**src/common/ctpcp_pkg.sv**
```systemverilog
// shared constants and types for the compact test port front end
package ctpcp_pkg;
	// tap controller states
	typedef enum logic [3:0] {
		TAP_RESET, TAP_IDLE, TAP_SEL_DR, TAP_CAP_DR, TAP_SH_DR, TAP_EX1_DR, TAP_PA_DR, TAP_EX2_DR, TAP_UPD_DR,
		TAP_SEL_IR, TAP_CAP_IR, TAP_SH_IR, TAP_EX1_IR, TAP_PA_IR, TAP_EX2_IR, TAP_UPD_IR
	} ctpcp_tap_t;
	// protocol mode
	typedef enum logic {
		MODE_STANDARD, MODE_ADVANCED
	} ctpcp_mode_t;
	// check packet phase
	typedef enum logic [1:0] {
		PKT_NONE, PKT_PREAMBLE, PKT_BODY
	} ctpcp_pkt_t;
	// observable port status
	typedef struct packed {
		logic advanced;
		logic pkt_active;
		logic in_preamble;
		logic in_body;
		logic tck_gated;
		logic [3:0] tap_state;
	} ctpcp_status_t;
	localparam int SYNC_STAGES = 2;
	localparam int PREAMBLE_TCKS = 2;
	localparam int BODY_TCKS = 8;
	localparam int CNT_W = 8;
endpackage

```
**src/ctpcp_sync.sv**
```systemverilog
// two-flop synchroniser with edge detection on the settled value
module ctpcp_sync (
	input wire logic CLOCK_I,
	input wire logic RST_I,
	input wire logic d_i,
	output logic q_o,
	output logic rise_o,
	output logic fall_o
);
	logic meta;
	logic sync;
	logic prev;
	always_ff @(posedge CLOCK_I) begin
		if (RST_I) begin
			meta <= 1'b0;
			sync <= 1'b0;
			prev <= 1'b0;
		end else begin
			meta <= d_i;
			sync <= meta;
			prev <= sync;
		end
	end
	assign q_o = sync;
	assign rise_o = sync & ~prev;
	assign fall_o = ~sync & prev;
endmodule

```
**src/ctpcp_top.sv**
```systemverilog
// compact two-pin test port front end: mode change and check packet gating
// Behaviour
// - tool can switch standard to advanced protocol
// - self reset clears mode, packet, gate and tap registers, mode standard
// - gate tap clock during check packet
// - preamble then body, gating stays glitch free
module ctpcp_top #(
	parameter int PREAMBLE_TCKS = ctpcp_pkg::PREAMBLE_TCKS,
	parameter int BODY_TCKS = ctpcp_pkg::BODY_TCKS
) (
	input wire logic CLOCK_I,
	input wire logic RST_I,
	input wire logic TCK_I,
	input wire logic TMS_I,
	input wire logic ADV_REQ_I,
	input wire logic CHK_REQ_I,
	input wire logic SELF_RESET_I,
	output logic ADVANCED_O,
	output logic GATED_TCK_O,
	output logic RESET_SEEN_O,
	output ctpcp_pkg::ctpcp_status_t STATUS_O
);
	// ==========================================================
	// pin synchronisers
	logic tck_s;
	logic tck_rise;
	logic tck_fall;
	logic tms_s;
	logic adv_s;
	logic chk_s;
	logic srst_s;
	logic adv_rise;
	logic chk_rise;
	logic srst_rise;
	ctpcp_sync u_tck (
		.CLOCK_I(CLOCK_I),
		.RST_I(RST_I),
		.d_i(TCK_I),
		.q_o(tck_s),
		.rise_o(tck_rise),
		.fall_o(tck_fall)
	);
	ctpcp_sync u_tms (
		.CLOCK_I(CLOCK_I),
		.RST_I(RST_I),
		.d_i(TMS_I),
		.q_o(tms_s),
		.rise_o(),
		.fall_o()
	);
	ctpcp_sync u_adv (
		.CLOCK_I(CLOCK_I),
		.RST_I(RST_I),
		.d_i(ADV_REQ_I),
		.q_o(adv_s),
		.rise_o(adv_rise),
		.fall_o()
	);
	ctpcp_sync u_chk (
		.CLOCK_I(CLOCK_I),
		.RST_I(RST_I),
		.d_i(CHK_REQ_I),
		.q_o(chk_s),
		.rise_o(chk_rise),
		.fall_o()
	);
	ctpcp_sync u_srst (
		.CLOCK_I(CLOCK_I),
		.RST_I(RST_I),
		.d_i(SELF_RESET_I),
		.q_o(srst_s),
		.rise_o(srst_rise),
		.fall_o()
	);

	// ==========================================================
	// internal reset: block reset or self reset
	logic int_rst;
	assign int_rst = RST_I | srst_rise;

	// ==========================================================
	// protocol mode
	ctpcp_pkg::ctpcp_mode_t mode;
	always_ff @(posedge CLOCK_I) begin
		if (int_rst) begin
			mode <= ctpcp_pkg::MODE_STANDARD;
		end else if (adv_rise) begin
			mode <= ctpcp_pkg::MODE_ADVANCED;
		end
	end

	// indication that the port reset itself, cleared by block reset or an advanced request
	always_ff @(posedge CLOCK_I) begin
		if (RST_I) begin
			RESET_SEEN_O <= 1'b0;
		end else if (srst_rise) begin
			RESET_SEEN_O <= 1'b1;
		end else if (adv_rise) begin
			RESET_SEEN_O <= 1'b0;
		end
	end

	// ==========================================================
	// check packet sequencer, counted in falling tck edges
	ctpcp_pkg::ctpcp_pkt_t pkt;
	logic [ctpcp_pkg::CNT_W-1:0] cnt;
	logic pkt_pend;
	ctpcp_pkg::ctpcp_tap_t tap;
	ctpcp_pkg::ctpcp_tap_t next_tap;
	always_ff @(posedge CLOCK_I) begin
		if (int_rst) begin
			pkt_pend <= 1'b0;
		end else if (chk_rise && mode == ctpcp_pkg::MODE_ADVANCED) begin
			pkt_pend <= 1'b1;
		end else if (pkt == ctpcp_pkg::PKT_PREAMBLE) begin
			pkt_pend <= 1'b0;
		end
	end

	always_ff @(posedge CLOCK_I) begin
		if (int_rst) begin
			pkt <= ctpcp_pkg::PKT_NONE;
			cnt <= '0;
		end else if (tck_fall) begin
			case (pkt)
				ctpcp_pkg::PKT_NONE: begin
					if (pkt_pend && tap == ctpcp_pkg::TAP_IDLE) begin
						pkt <= ctpcp_pkg::PKT_PREAMBLE;
						cnt <= '0;
					end
				end
				ctpcp_pkg::PKT_PREAMBLE: begin
					if (cnt == ctpcp_pkg::CNT_W'(PREAMBLE_TCKS - 1)) begin
						pkt <= ctpcp_pkg::PKT_BODY;
						cnt <= '0;
					end else begin
						cnt <= cnt + 1'b1;
					end
				end
				ctpcp_pkg::PKT_BODY: begin
					if (cnt == ctpcp_pkg::CNT_W'(BODY_TCKS - 1)) begin
						pkt <= ctpcp_pkg::PKT_NONE;
						cnt <= '0;
					end else begin
						cnt <= cnt + 1'b1;
					end
				end
				default: begin
					pkt <= ctpcp_pkg::PKT_NONE;
					cnt <= '0;
				end
			endcase
		end
	end

	// ==========================================================
	// gate enable: changes on falling tck, while the clock is low, or on internal reset,
	// and stays asserted over the preamble to body step
	logic gate;
	always_ff @(posedge CLOCK_I) begin
		if (int_rst) begin
			gate <= 1'b0;
		end else if (tck_fall) begin
			gate <= (pkt != ctpcp_pkg::PKT_NONE) || (pkt_pend && tap == ctpcp_pkg::TAP_IDLE);
		end
	end

	// registered gated clock, low while gated
	always_ff @(posedge CLOCK_I) begin
		if (RST_I) begin
			GATED_TCK_O <= 1'b0;
		end else begin
			GATED_TCK_O <= tck_s & ~gate;
		end
	end

	// ==========================================================
	// tap controller, advanced on rising tck unless gated
	always_comb begin
		next_tap = tap;
		case (tap)
			ctpcp_pkg::TAP_RESET: next_tap = tms_s ? ctpcp_pkg::TAP_RESET : ctpcp_pkg::TAP_IDLE;
			ctpcp_pkg::TAP_IDLE: next_tap = tms_s ? ctpcp_pkg::TAP_SEL_DR : ctpcp_pkg::TAP_IDLE;
			ctpcp_pkg::TAP_SEL_DR: next_tap = tms_s ? ctpcp_pkg::TAP_SEL_IR : ctpcp_pkg::TAP_CAP_DR;
			ctpcp_pkg::TAP_CAP_DR: next_tap = tms_s ? ctpcp_pkg::TAP_EX1_DR : ctpcp_pkg::TAP_SH_DR;
			ctpcp_pkg::TAP_SH_DR: next_tap = tms_s ? ctpcp_pkg::TAP_EX1_DR : ctpcp_pkg::TAP_SH_DR;
			ctpcp_pkg::TAP_EX1_DR: next_tap = tms_s ? ctpcp_pkg::TAP_UPD_DR : ctpcp_pkg::TAP_PA_DR;
			ctpcp_pkg::TAP_PA_DR: next_tap = tms_s ? ctpcp_pkg::TAP_EX2_DR : ctpcp_pkg::TAP_PA_DR;
			ctpcp_pkg::TAP_EX2_DR: next_tap = tms_s ? ctpcp_pkg::TAP_UPD_DR : ctpcp_pkg::TAP_SH_DR;
			ctpcp_pkg::TAP_UPD_DR: next_tap = tms_s ? ctpcp_pkg::TAP_SEL_DR : ctpcp_pkg::TAP_IDLE;
			ctpcp_pkg::TAP_SEL_IR: next_tap = tms_s ? ctpcp_pkg::TAP_RESET : ctpcp_pkg::TAP_CAP_IR;
			ctpcp_pkg::TAP_CAP_IR: next_tap = tms_s ? ctpcp_pkg::TAP_EX1_IR : ctpcp_pkg::TAP_SH_IR;
			ctpcp_pkg::TAP_SH_IR: next_tap = tms_s ? ctpcp_pkg::TAP_EX1_IR : ctpcp_pkg::TAP_SH_IR;
			ctpcp_pkg::TAP_EX1_IR: next_tap = tms_s ? ctpcp_pkg::TAP_UPD_IR : ctpcp_pkg::TAP_PA_IR;
			ctpcp_pkg::TAP_PA_IR: next_tap = tms_s ? ctpcp_pkg::TAP_EX2_IR : ctpcp_pkg::TAP_PA_IR;
			ctpcp_pkg::TAP_EX2_IR: next_tap = tms_s ? ctpcp_pkg::TAP_UPD_IR : ctpcp_pkg::TAP_SH_IR;
			ctpcp_pkg::TAP_UPD_IR: next_tap = tms_s ? ctpcp_pkg::TAP_SEL_DR : ctpcp_pkg::TAP_IDLE;
			default: next_tap = ctpcp_pkg::TAP_RESET;
		endcase
	end

	always_ff @(posedge CLOCK_I) begin
		if (int_rst) begin
			tap <= ctpcp_pkg::TAP_RESET;
		end else if (tck_rise && !gate) begin
			tap <= next_tap;
		end
	end

	// ==========================================================
	// status outputs
	always_ff @(posedge CLOCK_I) begin
		if (RST_I) begin
			ADVANCED_O <= 1'b0;
			STATUS_O <= '0;
		end else begin
			ADVANCED_O <= (mode == ctpcp_pkg::MODE_ADVANCED);
			STATUS_O.advanced <= (mode == ctpcp_pkg::MODE_ADVANCED);
			STATUS_O.pkt_active <= (pkt != ctpcp_pkg::PKT_NONE);
			STATUS_O.in_preamble <= (pkt == ctpcp_pkg::PKT_PREAMBLE);
			STATUS_O.in_body <= (pkt == ctpcp_pkg::PKT_BODY);
			STATUS_O.tck_gated <= gate;
			STATUS_O.tap_state <= tap;
		end
	end
endmodule

```
**config.mk**
```make
export PLATFORM = sky130hd
export DESIGN_NAME = ctpcp_top
export DESIGN_NICKNAME = d
export VERILOG_FILES = /design/src/common/ctpcp_pkg.sv /design/src/ctpcp_sync.sv /design/src/ctpcp_top.sv
export SDC_FILE = /design/constraint.sdc
export NUM_CORES = 1
export LEC_CHECK = 0
export BUFFER_PORTS_ARGS = -buffer_cell sky130_fd_sc_hd__buf_2
export CAP_MARGIN = 40
export CORE_AREA = 2 2 60 62
export CTS_CLUSTER_DIAMETER = 150
export DETAILED_ROUTE_END_ITERATION = 12
export DIE_AREA = 0 0 62 64
export MAX_ROUTING_LAYER = met4
export PLACE_DENSITY = 0.87
export SETUP_SLACK_MARGIN = 0.3
export SYNTH_ARGS = -nofsm -noshare
export SYNTH_HDL_FRONTEND = slang
export SYNTH_SLANG_ARGS = --single-unit
```
**constraint.sdc**
```tcl
create_clock -name CLOCK_I -period 2.1 [get_ports CLOCK_I]
set_clock_uncertainty 0.2 [all_clocks]
set_input_delay 0 -clock CLOCK_I [delete_from_list [all_inputs] [get_ports CLOCK_I]]
set_output_delay 0 -clock CLOCK_I [all_outputs]
set_load 0.03 [all_outputs]
```
==> out/results.tsv, run 1 <==
metric	value	unit
synth_area_per_cell	9.490	um^2
relSlewSlack	0.6743	
coreArea	3284	um^2
worstMarginPinSlew	0.4886	ns
io_pins	19	
dp_cells	252	
leakagePower	0.8673	nW
fin_nets	248	
syn_to_final_growth	25.76	%
grt_pass1_wl	6893	um
grt_pass1_vias	1514	
post_dp_cell_area	1973	um^2
holdPathEnd	u_tck.q_o	
synth.cell_area	1851	um^2
synth_nets	208	
crit_buf_inv	1	
root_buffer	clkbuf_4	
hold_violations	0	
cts.path.max_buffers	2	
grt_use_total	0.2367	
cts_tree	done	
slowest_delay	0.36	ns
required	2.16	ns
slowest_stage	dfxtp_2	
die-area	3968	um^2
clk_pin_slew_worst_paths	0.14	ns
syn_inst	195	
ir_drop	480.2	uV
yosysWarnings	0	
start_util	0.5634	
wirelength	4312	um
ys_top_cells_by_area	dfxtp_1 45%, nor2b_1 7.1%, ha_1 4.1%	
r2r_end	cnt[1]	
io_buffer_count	18	
rsz0062_at_grt	yes	
via_per_inst	5.681	
r2r-start	pkt[1]	
utilization	0.7086	
yosys.area.top_type	dfxtp_1	
ant_nets	0	
synth.most_common_cell	dfxtp_1	
drv_cap	0	
synth_edf_count	0	
fmax	539.9	MHz
htreeDepth	2	
fp.dieH	64	um
cp_max_fo	8	
gp_congestion	0.8674	
num_rows	21	
final_layout_size_suffix_gt1_frac	0.2966	
period_share	0.8819	
drc_errors	0	
stdcell_area	2327	um^2
cellPowerDensity	583.0	nW/um^2
async_flop_share	0	
crit_chain	inv_2, ha_4, and3b_2, o211ai_4, nand3_2, o41ai_2	
ys_ff_latch	42	
dr.pass1.iters	4	
cp.arrival	1.91	ns
worstRegToRegCells	6	
cts_buffers	5	
critical_path_class	register to register	
drtIter0Drc	177	
crit_family	compound AO/OA/AOI/OAI gates	
seq_area_frac_synth	0.4544	
min_from	u_tck.meta	
grt_max_degree	28	
ff2ff_setup_slack	0.25	ns
tns	0	ns
whs_path_depth	1	
antenna_cells	0	
worstHoldPathType	register to register	
insertion_delay	0.36	ns
startpoint_type	register	
final_cell_count_no_fill	282	
gr-total-overflow	0	
cts_sinks	42	
yosys.cell_types.count	46	
drv_slew	0	
vias	1602	
period_needed	1.852	ns
dp_hpwl	2304	um
die_w	62	um
finalSetupViolCount	0	
wl_per_cell	15.29	um
end_kind	register	
synth_ff_type	dfxtp_1	
antenna_found_initial	0	
netlist.area_leader.share	0.4544	
synthTopCellsByCount	42 x dfxtp_1, 21 x nor2b_1, 13 x inv_1, 11 x nor2_1, 10 x nand2_1	
status	finished clean	
==> cell families after synthesis <==
logic type | after synthesis | synth area share
muxes | 3 | 0.01623
AOI/OAI and AO/OA | 41 | 0.1717
adders and majority gates | 6 | 0.04057
xor gates and xnor gates | 1 | 0.004734
and+or+nand+nor | 78 | 0.2535
buffers and inverters | 24 | 0.05882
DFF | 42 | 0.4544
==> where the power goes <==
part	leakage, nW	internal (mW)	switching, mW
combinational	0.486	0.0413	0.0471
sequential	0.345	0.811	0.0106
clock	0.0366	0.144	0.302
total	0.867	0.997	0.360
==> layer usage <==
metal | wire length, um | part of all wire | GRT usage
met1 | 1777 | 0.41 | 0.3030
met4 | 68 | 0.016 | 0.04255
met2 | 2213 | 0.51 | 0.3815
met3 | 253 | 0.059 | 0.05466
met5 | 0 | 0 | -
==> how the worst max path moves through the flow <==
stage,from,end,slack [ns],cells past startpoint
after floorplan,pkt[1],cnt[1],0.35,6
after CTS,pkt[1],cnt[1],0.29,6
after global placement,pkt[1],cnt[1],0.18,6
after detailed placement,pkt[1],cnt[1],0.16,6
after global routing,pkt[1],pkt[0],0.17,6
final,pkt[1],cnt[1],0.25,6
==> sequential cells by signal, summed over array words and instances (netlist names), 2 cells and up <==
signal / count
tap: 4
cnt: 8
pkt: 2
STATUS_O: 9
==> metrics by stage <==
| stage | hold slack, ns | worst slack, ns | total power, mW |
|---|---|---|---|
| finish | 0.2544 | 0.2479 | 1.357 |
| global route | 0.2633 | 0.1693 | 1.406 |
| CTS | 0.2534 | 0.2883 | 1.347 |
| detailed placement | 0.01290 | 0.1593 | 0.9063 |
| global placement | 0.008827 | 0.1785 | 0.9044 |
| floorplan | -0.1284 | 0.3501 | 0.8879 |
==> cell type report <==
class | count | area, um^2
inverters | 13 | 48.80
well taps | 46 | 57.56
fillers | 221 | 957.2
clock inverters | 3 | 26.28
multi-input cells | 130 | 984.7
clock buffers | 5 | 37.54
flip-flops and latches | 42 | 850.8
repair buffers | 43 | 321.6
==> cells in the final DEF, fill, tap and decap left out, drive strengths merged <==
| master | Yosys | layout |
|---|---|---|
| a211o | 1 | 1 |
| a211oi | 2 | 2 |
| a21oi | 9 | 9 |
| a221oi | 1 | 1 |
| a311oi | 2 | 2 |
| a31oi | 1 | 1 |
| a32oi | 5 | 5 |
| a41oi | 1 | 2 |
| and3 | 2 | 2 |
| and3b | 2 | 2 |
| buf | 6 | 32 |
| clkbuf | 5 | 5 |
| dfxtp | 42 | 42 |
| dlygate4sd3 | 0 | 11 |
| ha | 6 | 6 |
| inv | 13 | 16 |
| mux2i | 3 | 3 |
| nand2 | 10 | 10 |
| nand2b | 5 | 5 |
| nand3 | 7 | 7 |
| nand3b | 2 | 2 |
| nand4 | 2 | 2 |
| nand4b | 1 | 1 |
| nand4bb | 1 | 1 |
| nor2 | 11 | 11 |
| nor2b | 22 | 22 |
| nor3 | 4 | 4 |
| nor3b | 4 | 4 |
| o211ai | 3 | 3 |
| o21a | 1 | 1 |
| o21ai | 8 | 8 |
| o22ai | 5 | 5 |
| o311a | 1 | 1 |
| o41ai | 1 | 1 |
| or2 | 2 | 2 |
| or3 | 2 | 2 |
| or4 | 1 | 1 |
| xnor2 | 1 | 1 |
==> what timing repair did <==
| item | in CTS | in global routing |
|---|---|---|
| endpoints found under the setup margin | 9 | 11 |
| pin swaps | 5 | 4 |
| gates cloned | 0 | 1 |
| buffers inserted | 9 | 1 |
| resized for setup | 17 | 6 |
| hold endpoints to repair | 24 | 0 |
| hold buffers | 11 | 0 |
Power figures use the tool's default switching activity.
==> inputs of run 2 (changes only) <==
BUFFER_PORTS_ARGS = unset   (was -buffer_cell sky130_fd_sc_hd__buf_2)
CORE_AREA = 2 2 59 61   (was 2 2 60 62)
DIE_AREA = 0 0 61 63   (was 0 0 62 64)
DONT_BUFFER_PORTS = 1   (was unset)
PLACE_DENSITY = 0.85   (was 0.87)
==> run 2 against run 1 <==
Final area rose by 4.9%; via count increased by 3.2%; final cell count is 0.35% lower; setup slack got worse by 0.12 ns; global-route usage grew 3.4 points; critical path depth did not move; maximum frequency fell by 6.0%; die area fell by 3.2%; total power is 3.3% lower; largest power group unchanged; first-iteration DRC count increased by 7.9%; worst hold slack worse by 0.24 ns; combinational power is 20% lower.
==> out/results.tsv, run 2 (synthesized netlist as in run 1, its figures left out) <==
metric	value	unit	change
status	finished clean		
start_util	0.5726		+0.009161
grt_pass1_wl	7534	um	+9.3%
drv_slew	0		unchanged
ir_drop	573.2	uV	+19%
r2r-start	pkt[0]		
period_share	0.9384		+0.05642
ant_nets	0		unchanged
antenna_cells	0		unchanged
holdPathEnd	STATUS_O[2]		
gr-total-overflow	0		unchanged
root_buffer	clkbuf_4		
wirelength	4975	um	+15%
cts_sinks	42		unchanged
vias	1654		+3.2%
worstHoldPathType	input pin to register		
grt_max_degree	20		-29%
wl_per_cell	17.70	um	+16%
final_cell_count_no_fill	281		-0.35%
die_w	61	um	-1.6%
whs_path_depth	2		+1
crit_chain	inv_1, ha_4, o21ai_4, nor3_4, nand3b_1, o22ai_1		
cellPowerDensity	537.4	nW/um^2	-7.8%
num_rows	21		unchanged
insertion_delay	0.38	ns	+0.02 ns
dp_cells	234		-7.1%
fin_nets	247		-0.40%
largest_reg_flops	9		unchanged
utilization	0.7557		+0.04714
required	2.20	ns	+0.04 ns
drv_cap	0		unchanged
critical_path_class	register to register		
slowest_delay	0.36	ns	about the same
tns	0	ns	unchanged
clk_pin_slew_worst_paths	0.13	ns	about the same
drtIter0Drc	191		+7.9%
end_kind	register		
antenna_found_initial	0		unchanged
drc_errors	0		unchanged
cts_tree	done		
final_cell_mix	36 x dfxtp_1, 21 x nor2b_1, 20 x dlygate4sd3_1, 20 x buf_4, 12 x inv_1		
crit_family	simple AND/OR/NAND/NOR gates		
worstRegToRegCells	6		unchanged
syn_to_final_growth	31.98	%	
htreeDepth	2		unchanged
fp.dieH	63	um	-1.6%
cp.arrival	2.07	ns	+0.16 ns
min_from	RST_I		
hold_violations	0		unchanged
die-area	3843	um^2	-3.2%
rsz0062_at_grt	yes		
leakagePower	0.8861	nW	+2.2%
top_register	STATUS_O		
startpoint_type	register		
pre_cts_ws	0.1084	ns	-0.05089 ns
fin_ws	0.1294	ns	-0.1185 ns
dp_hpwl	2177	um	-5.5%
coreArea	3232	um^2	-1.6%
cts_buffers	5		unchanged
crit_buf_inv	1		unchanged
io_pins	19		unchanged
final_layout_size_suffix_gt1_frac	0.2681		-0.02853
grt_pass1_vias	1584		+4.6%
slowest_stage	dfxtp_2		
dr.pass1.iters	5		+1
layout_commonest_cell	dfxtp_1		
top_regs	STATUS_O x9, cnt x8, tap x4		
relSlewSlack	0.6138		-0.06048
cp_max_fo	5		-3
period_needed	1.971	ns	+0.1185 ns
crit_start	pkt[0]		
ff2ff_setup_slack	0.13	ns	-0.12 ns
finalSetupViolCount	0		unchanged
io_buffer_count	0		-18
gp_congestion	0.8344		-3.8%
cts.path.max_buffers	2		unchanged
grt_use_total	0.2706		+0.03391
worstMarginPinSlew	0.5785	ns	+0.08993 ns
via_per_inst	5.886		+3.6%
fmax	507.5	MHz	-6.0%
r2r_end	cnt[6]		
-- run 2: layout make-up --
cell class | instances | area [um^2]
clock inverter | 2 | 13.76
timing repair buffer | 42 | 372.9
fill | 197 | 789.5
tap | 46 | 57.56
multi-input combinational | 130 | 1050
sequential | 42 | 855.8
inverter | 13 | 51.30
clock buffer | 6 | 41.29
-- run 2: worst max path at each step --
stage	to	slack [ns]	cells after the start
final	cnt[6]	0.13	6
after global placement	cnt[1]	0.19	6
after floorplan	cnt[1]	0.35	6
after CTS	cnt[1]	0.28	6
after global routing	cnt[6]	0.08	7
after detailed placement	cnt[1]	0.11	6
-- run 2: layer usage --
layer | up-vias | share of wire | GRT usage
li1 | 765 | - | -
met1 | 792 | 0.40 | 0.3368
met2 | 81 | 0.50 | 0.3992
met3 | 16 | 0.069 | 0.09317
met4 | 0 | 0.030 | 0.1060
met5 | - | 0 | -
-- run 2: metrics by stage --
stage                     hold WS (ns)  instance area, um^2  total power, mW
final                          0.01941                 2442            1.313
after global routing         -0.002073                 2442            1.370
after CTS                      0.02392                 2323            1.293
after detailed placement       -0.1285                 1883           0.8918
after global placement         -0.1290                 1883           0.8901
after floorplan                -0.1284                 1856           0.8879
-- run 2: timing repair --
item,4_1_cts,5_1_grt
resized for setup,21,13
buffers inserted,14,4
hold endpoints to repair,42,0
endpoints found under the setup margin,9,11
gates cloned,0,1
pin swaps,8,7
hold buffers,20,0
-- run 2: power breakdown --
part / internal (mW) / leakage, nW / switching (mW)
sequential: 0.809 / 0.345 / 0.0173
clock: 0.132 / 0.0322 / 0.284
combinational: 0.0361 / 0.509 / 0.0347
total: 0.977 / 0.886 / 0.336
==> inputs of run 3 (changes only) <==
CORE_AREA = 2 2 66 68   (was 2 2 59 61)
DIE_AREA = 0 0 68 70   (was 0 0 61 63)
PLACE_DENSITY = 0.72   (was 0.85)
==> run 3 against run 2 <==
Sequential cell count did not move; die area rose by 24%; final cell count fell by 3.2%; setup slack improved by 0.10 ns; clock power rose by 51%; combinational power fell by 5.4%; register-to-register slack improved by 0.10 ns; first-iteration DRC count fell by 69%; total power rose by 16%; via count fell by 10%; critical path type unchanged; largest power group unchanged.
==> out/results.tsv, run 3 (synthesized netlist as in run 1, its figures left out) <==
metric	value	unit	change
drv_slew	0		unchanged
finalSetupViolCount	0		unchanged
startpoint_type	register		
grt_pass1_vias	1256		-21%
period_share	0.8905		-0.04786
stdcell_area	2338	um^2	-4.3%
top_register	STATUS_O		
dp_hpwl	2155	um	-1.0%
cts_tree	done		
pre_cts_ws	0.1693	ns	+0.06093 ns
grt_max_degree	23		+15%
final_cell_count_no_fill	272		-3.2%
period_needed	1.870	ns	-0.1005 ns
leakagePower	0.8183	nW	-7.7%
cp_common_cell	buf_4		
p_comb_frac	0.044		-0.010
via_per_inst	5.460		-7.2%
layout_commonest_cell	dfxtp_1		
cts_sinks	42		unchanged
io_pins	19		unchanged
ant_nets	0		unchanged
power	1.522	mW	+16%
fin_nets	232		-6.1%
switching_share	0.2140		-0.04198
htreeDepth	2		unchanged
worstMarginPinSlew	0.8118	ns	+0.2332 ns
grt_use_total	0.1627		-0.1078
clkPwrFrac	0.414		+0.097
dr.pass1.iters	4		-1
drv_cap	0		unchanged
largest_reg_flops	9		unchanged
status	finished clean		
vias	1485		-10%
fp.dieH	70	um	+11%
antenna_cells	0		unchanged
end_kind	register		
internal-power	1.196	mW	+23%
clk_pin_slew_worst_paths	0.08	ns	-0.05 ns
antenna_found_initial	0		unchanged
insertion_delay	0.30	ns	-0.08 ns
crit_chain	inv_4, ha_4, buf_4, o21ai_2, nor3_2, buf_4, a32oi_1, o22ai_1		
n_fill_cell	333		+69%
fmax	534.7	MHz	+5.4%
cp_max_fo	5		unchanged
ir_drop	447.3	uV	-22%
die-area	4760	um^2	+24%
dp_cells	240		+2.6%
final_layout_size_suffix_gt1_frac	0.2455		-0.02263
start_util	0.4466		-0.1260
required	2.08	ns	-0.12 ns
slowest_delay	0.37	ns	about the same
tns	0	ns	unchanged
hold_violations	0		unchanged
grt_pass1_wl	5754	um	-24%
io_buffer_count	0		unchanged
top_regs	STATUS_O x9, cnt x8, tap x4		
cts.path.max_buffers	2		unchanged
rsz0062_at_grt	yes		
critical_path_class	register to register		
relSlewSlack	0.4588		-0.1550
coreArea	4144	um^2	+28%
gr-total-overflow	0		unchanged
cts_buffers	5		unchanged
crit_buf_inv	3		+2
root_buffer	clkbuf_8		
final_cell_mix	37 x dfxtp_1, 21 x nor2b_1, 15 x buf_4, 11 x inv_1, 11 x nor2_1		
p_switching	0.3258	mW	-3.0%
worstHoldPathType	input pin to register		
gp_congestion	0.7818		-6.3%
wl_per_cell	14.15	um	-20%
post_dp_cell_area	1891	um^2	+0.40%
fin_ws	0.2299	ns	+0.1005 ns
cp.arrival	1.85	ns	-0.22 ns
slowest_stage	dfxtp_4		
wirelength	3850	um	-23%
syn_to_final_growth	26.37	%	
die_w	68	um	+11%
num_rows	24		+14%
seqPwrFrac	0.542		-0.087
drtIter0Drc	59		-69%
drc_errors	0		unchanged
cellPowerDensity	651.0	nW/um^2	+21%
crit_family	compound AO/OA/AOI/OAI gates		
run 3: final cells by class:
cell class | instances | area [um^2] | share of cell area
multi-input combinational | 130 | 1021 | 0.4366
sequential | 42 | 852.1 | 0.3644
timing repair buffer | 27 | 236.5 | 0.1011
clock buffer | 6 | 72.57 | 0.03103
tap | 52 | 65.06 | 0.02782
inverter | 13 | 53.80 | 0.02301
clock inverter | 2 | 37.54 | 0.01605
run 3: final timing paths:
kind | start | endpoint | slack, ns | depth (start not counted)
min | RST_I | STATUS_O[0] | 0.1 | 2
min reg2reg | u_tck.meta | u_tck.q_o | 0.24 | 1
max reg2reg | pkt[1] | cnt[5] | 0.23 | 8
max | pkt[1] | cnt[5] | 0.23 | 8
run 3: repair_timing:
action | 4_1_cts | 5_1_grt
setup endpoints to repair | 9 | 11
pin swaps | 5 | 11
gates resized for setup | 12 | 17
hold buffers | 11 | 0
endpoints found under the hold margin | 42 | 0
setup buffers | 2 | 10
cloned | 0 | 1
run 3: power groups by stage:
stage,Combinational [mW],Clock [mW],Sequential (mW)
detailed placement,0.0458,0,0.846
CTS,0.0634,0.648,0.827
global placement,0.0452,0,0.846
global route,0.0741,0.663,0.828
floorplan,0.0471,0,0.841
finish,0.0670,0.630,0.825
run 3: per-stage QoR:
stage | util | hold slack (ns)
after CTS | 0.5226 | 0.09474
after detailed placement | 0.4562 | -0.1290
final | 0.5643 | 0.09937
after floorplan | - | -0.1284
after global placement | 0.4562 | -0.1288
after global routing | 0.5643 | 0.09845
run 3: per-layer routing:
metal  GRT usage  routed length, um  share of wire
met3     0.04509                183          0.048
met2      0.2276               1846           0.48
met4     0.06667                 75          0.019
met5           -                  0              0
met1      0.2206               1744           0.45
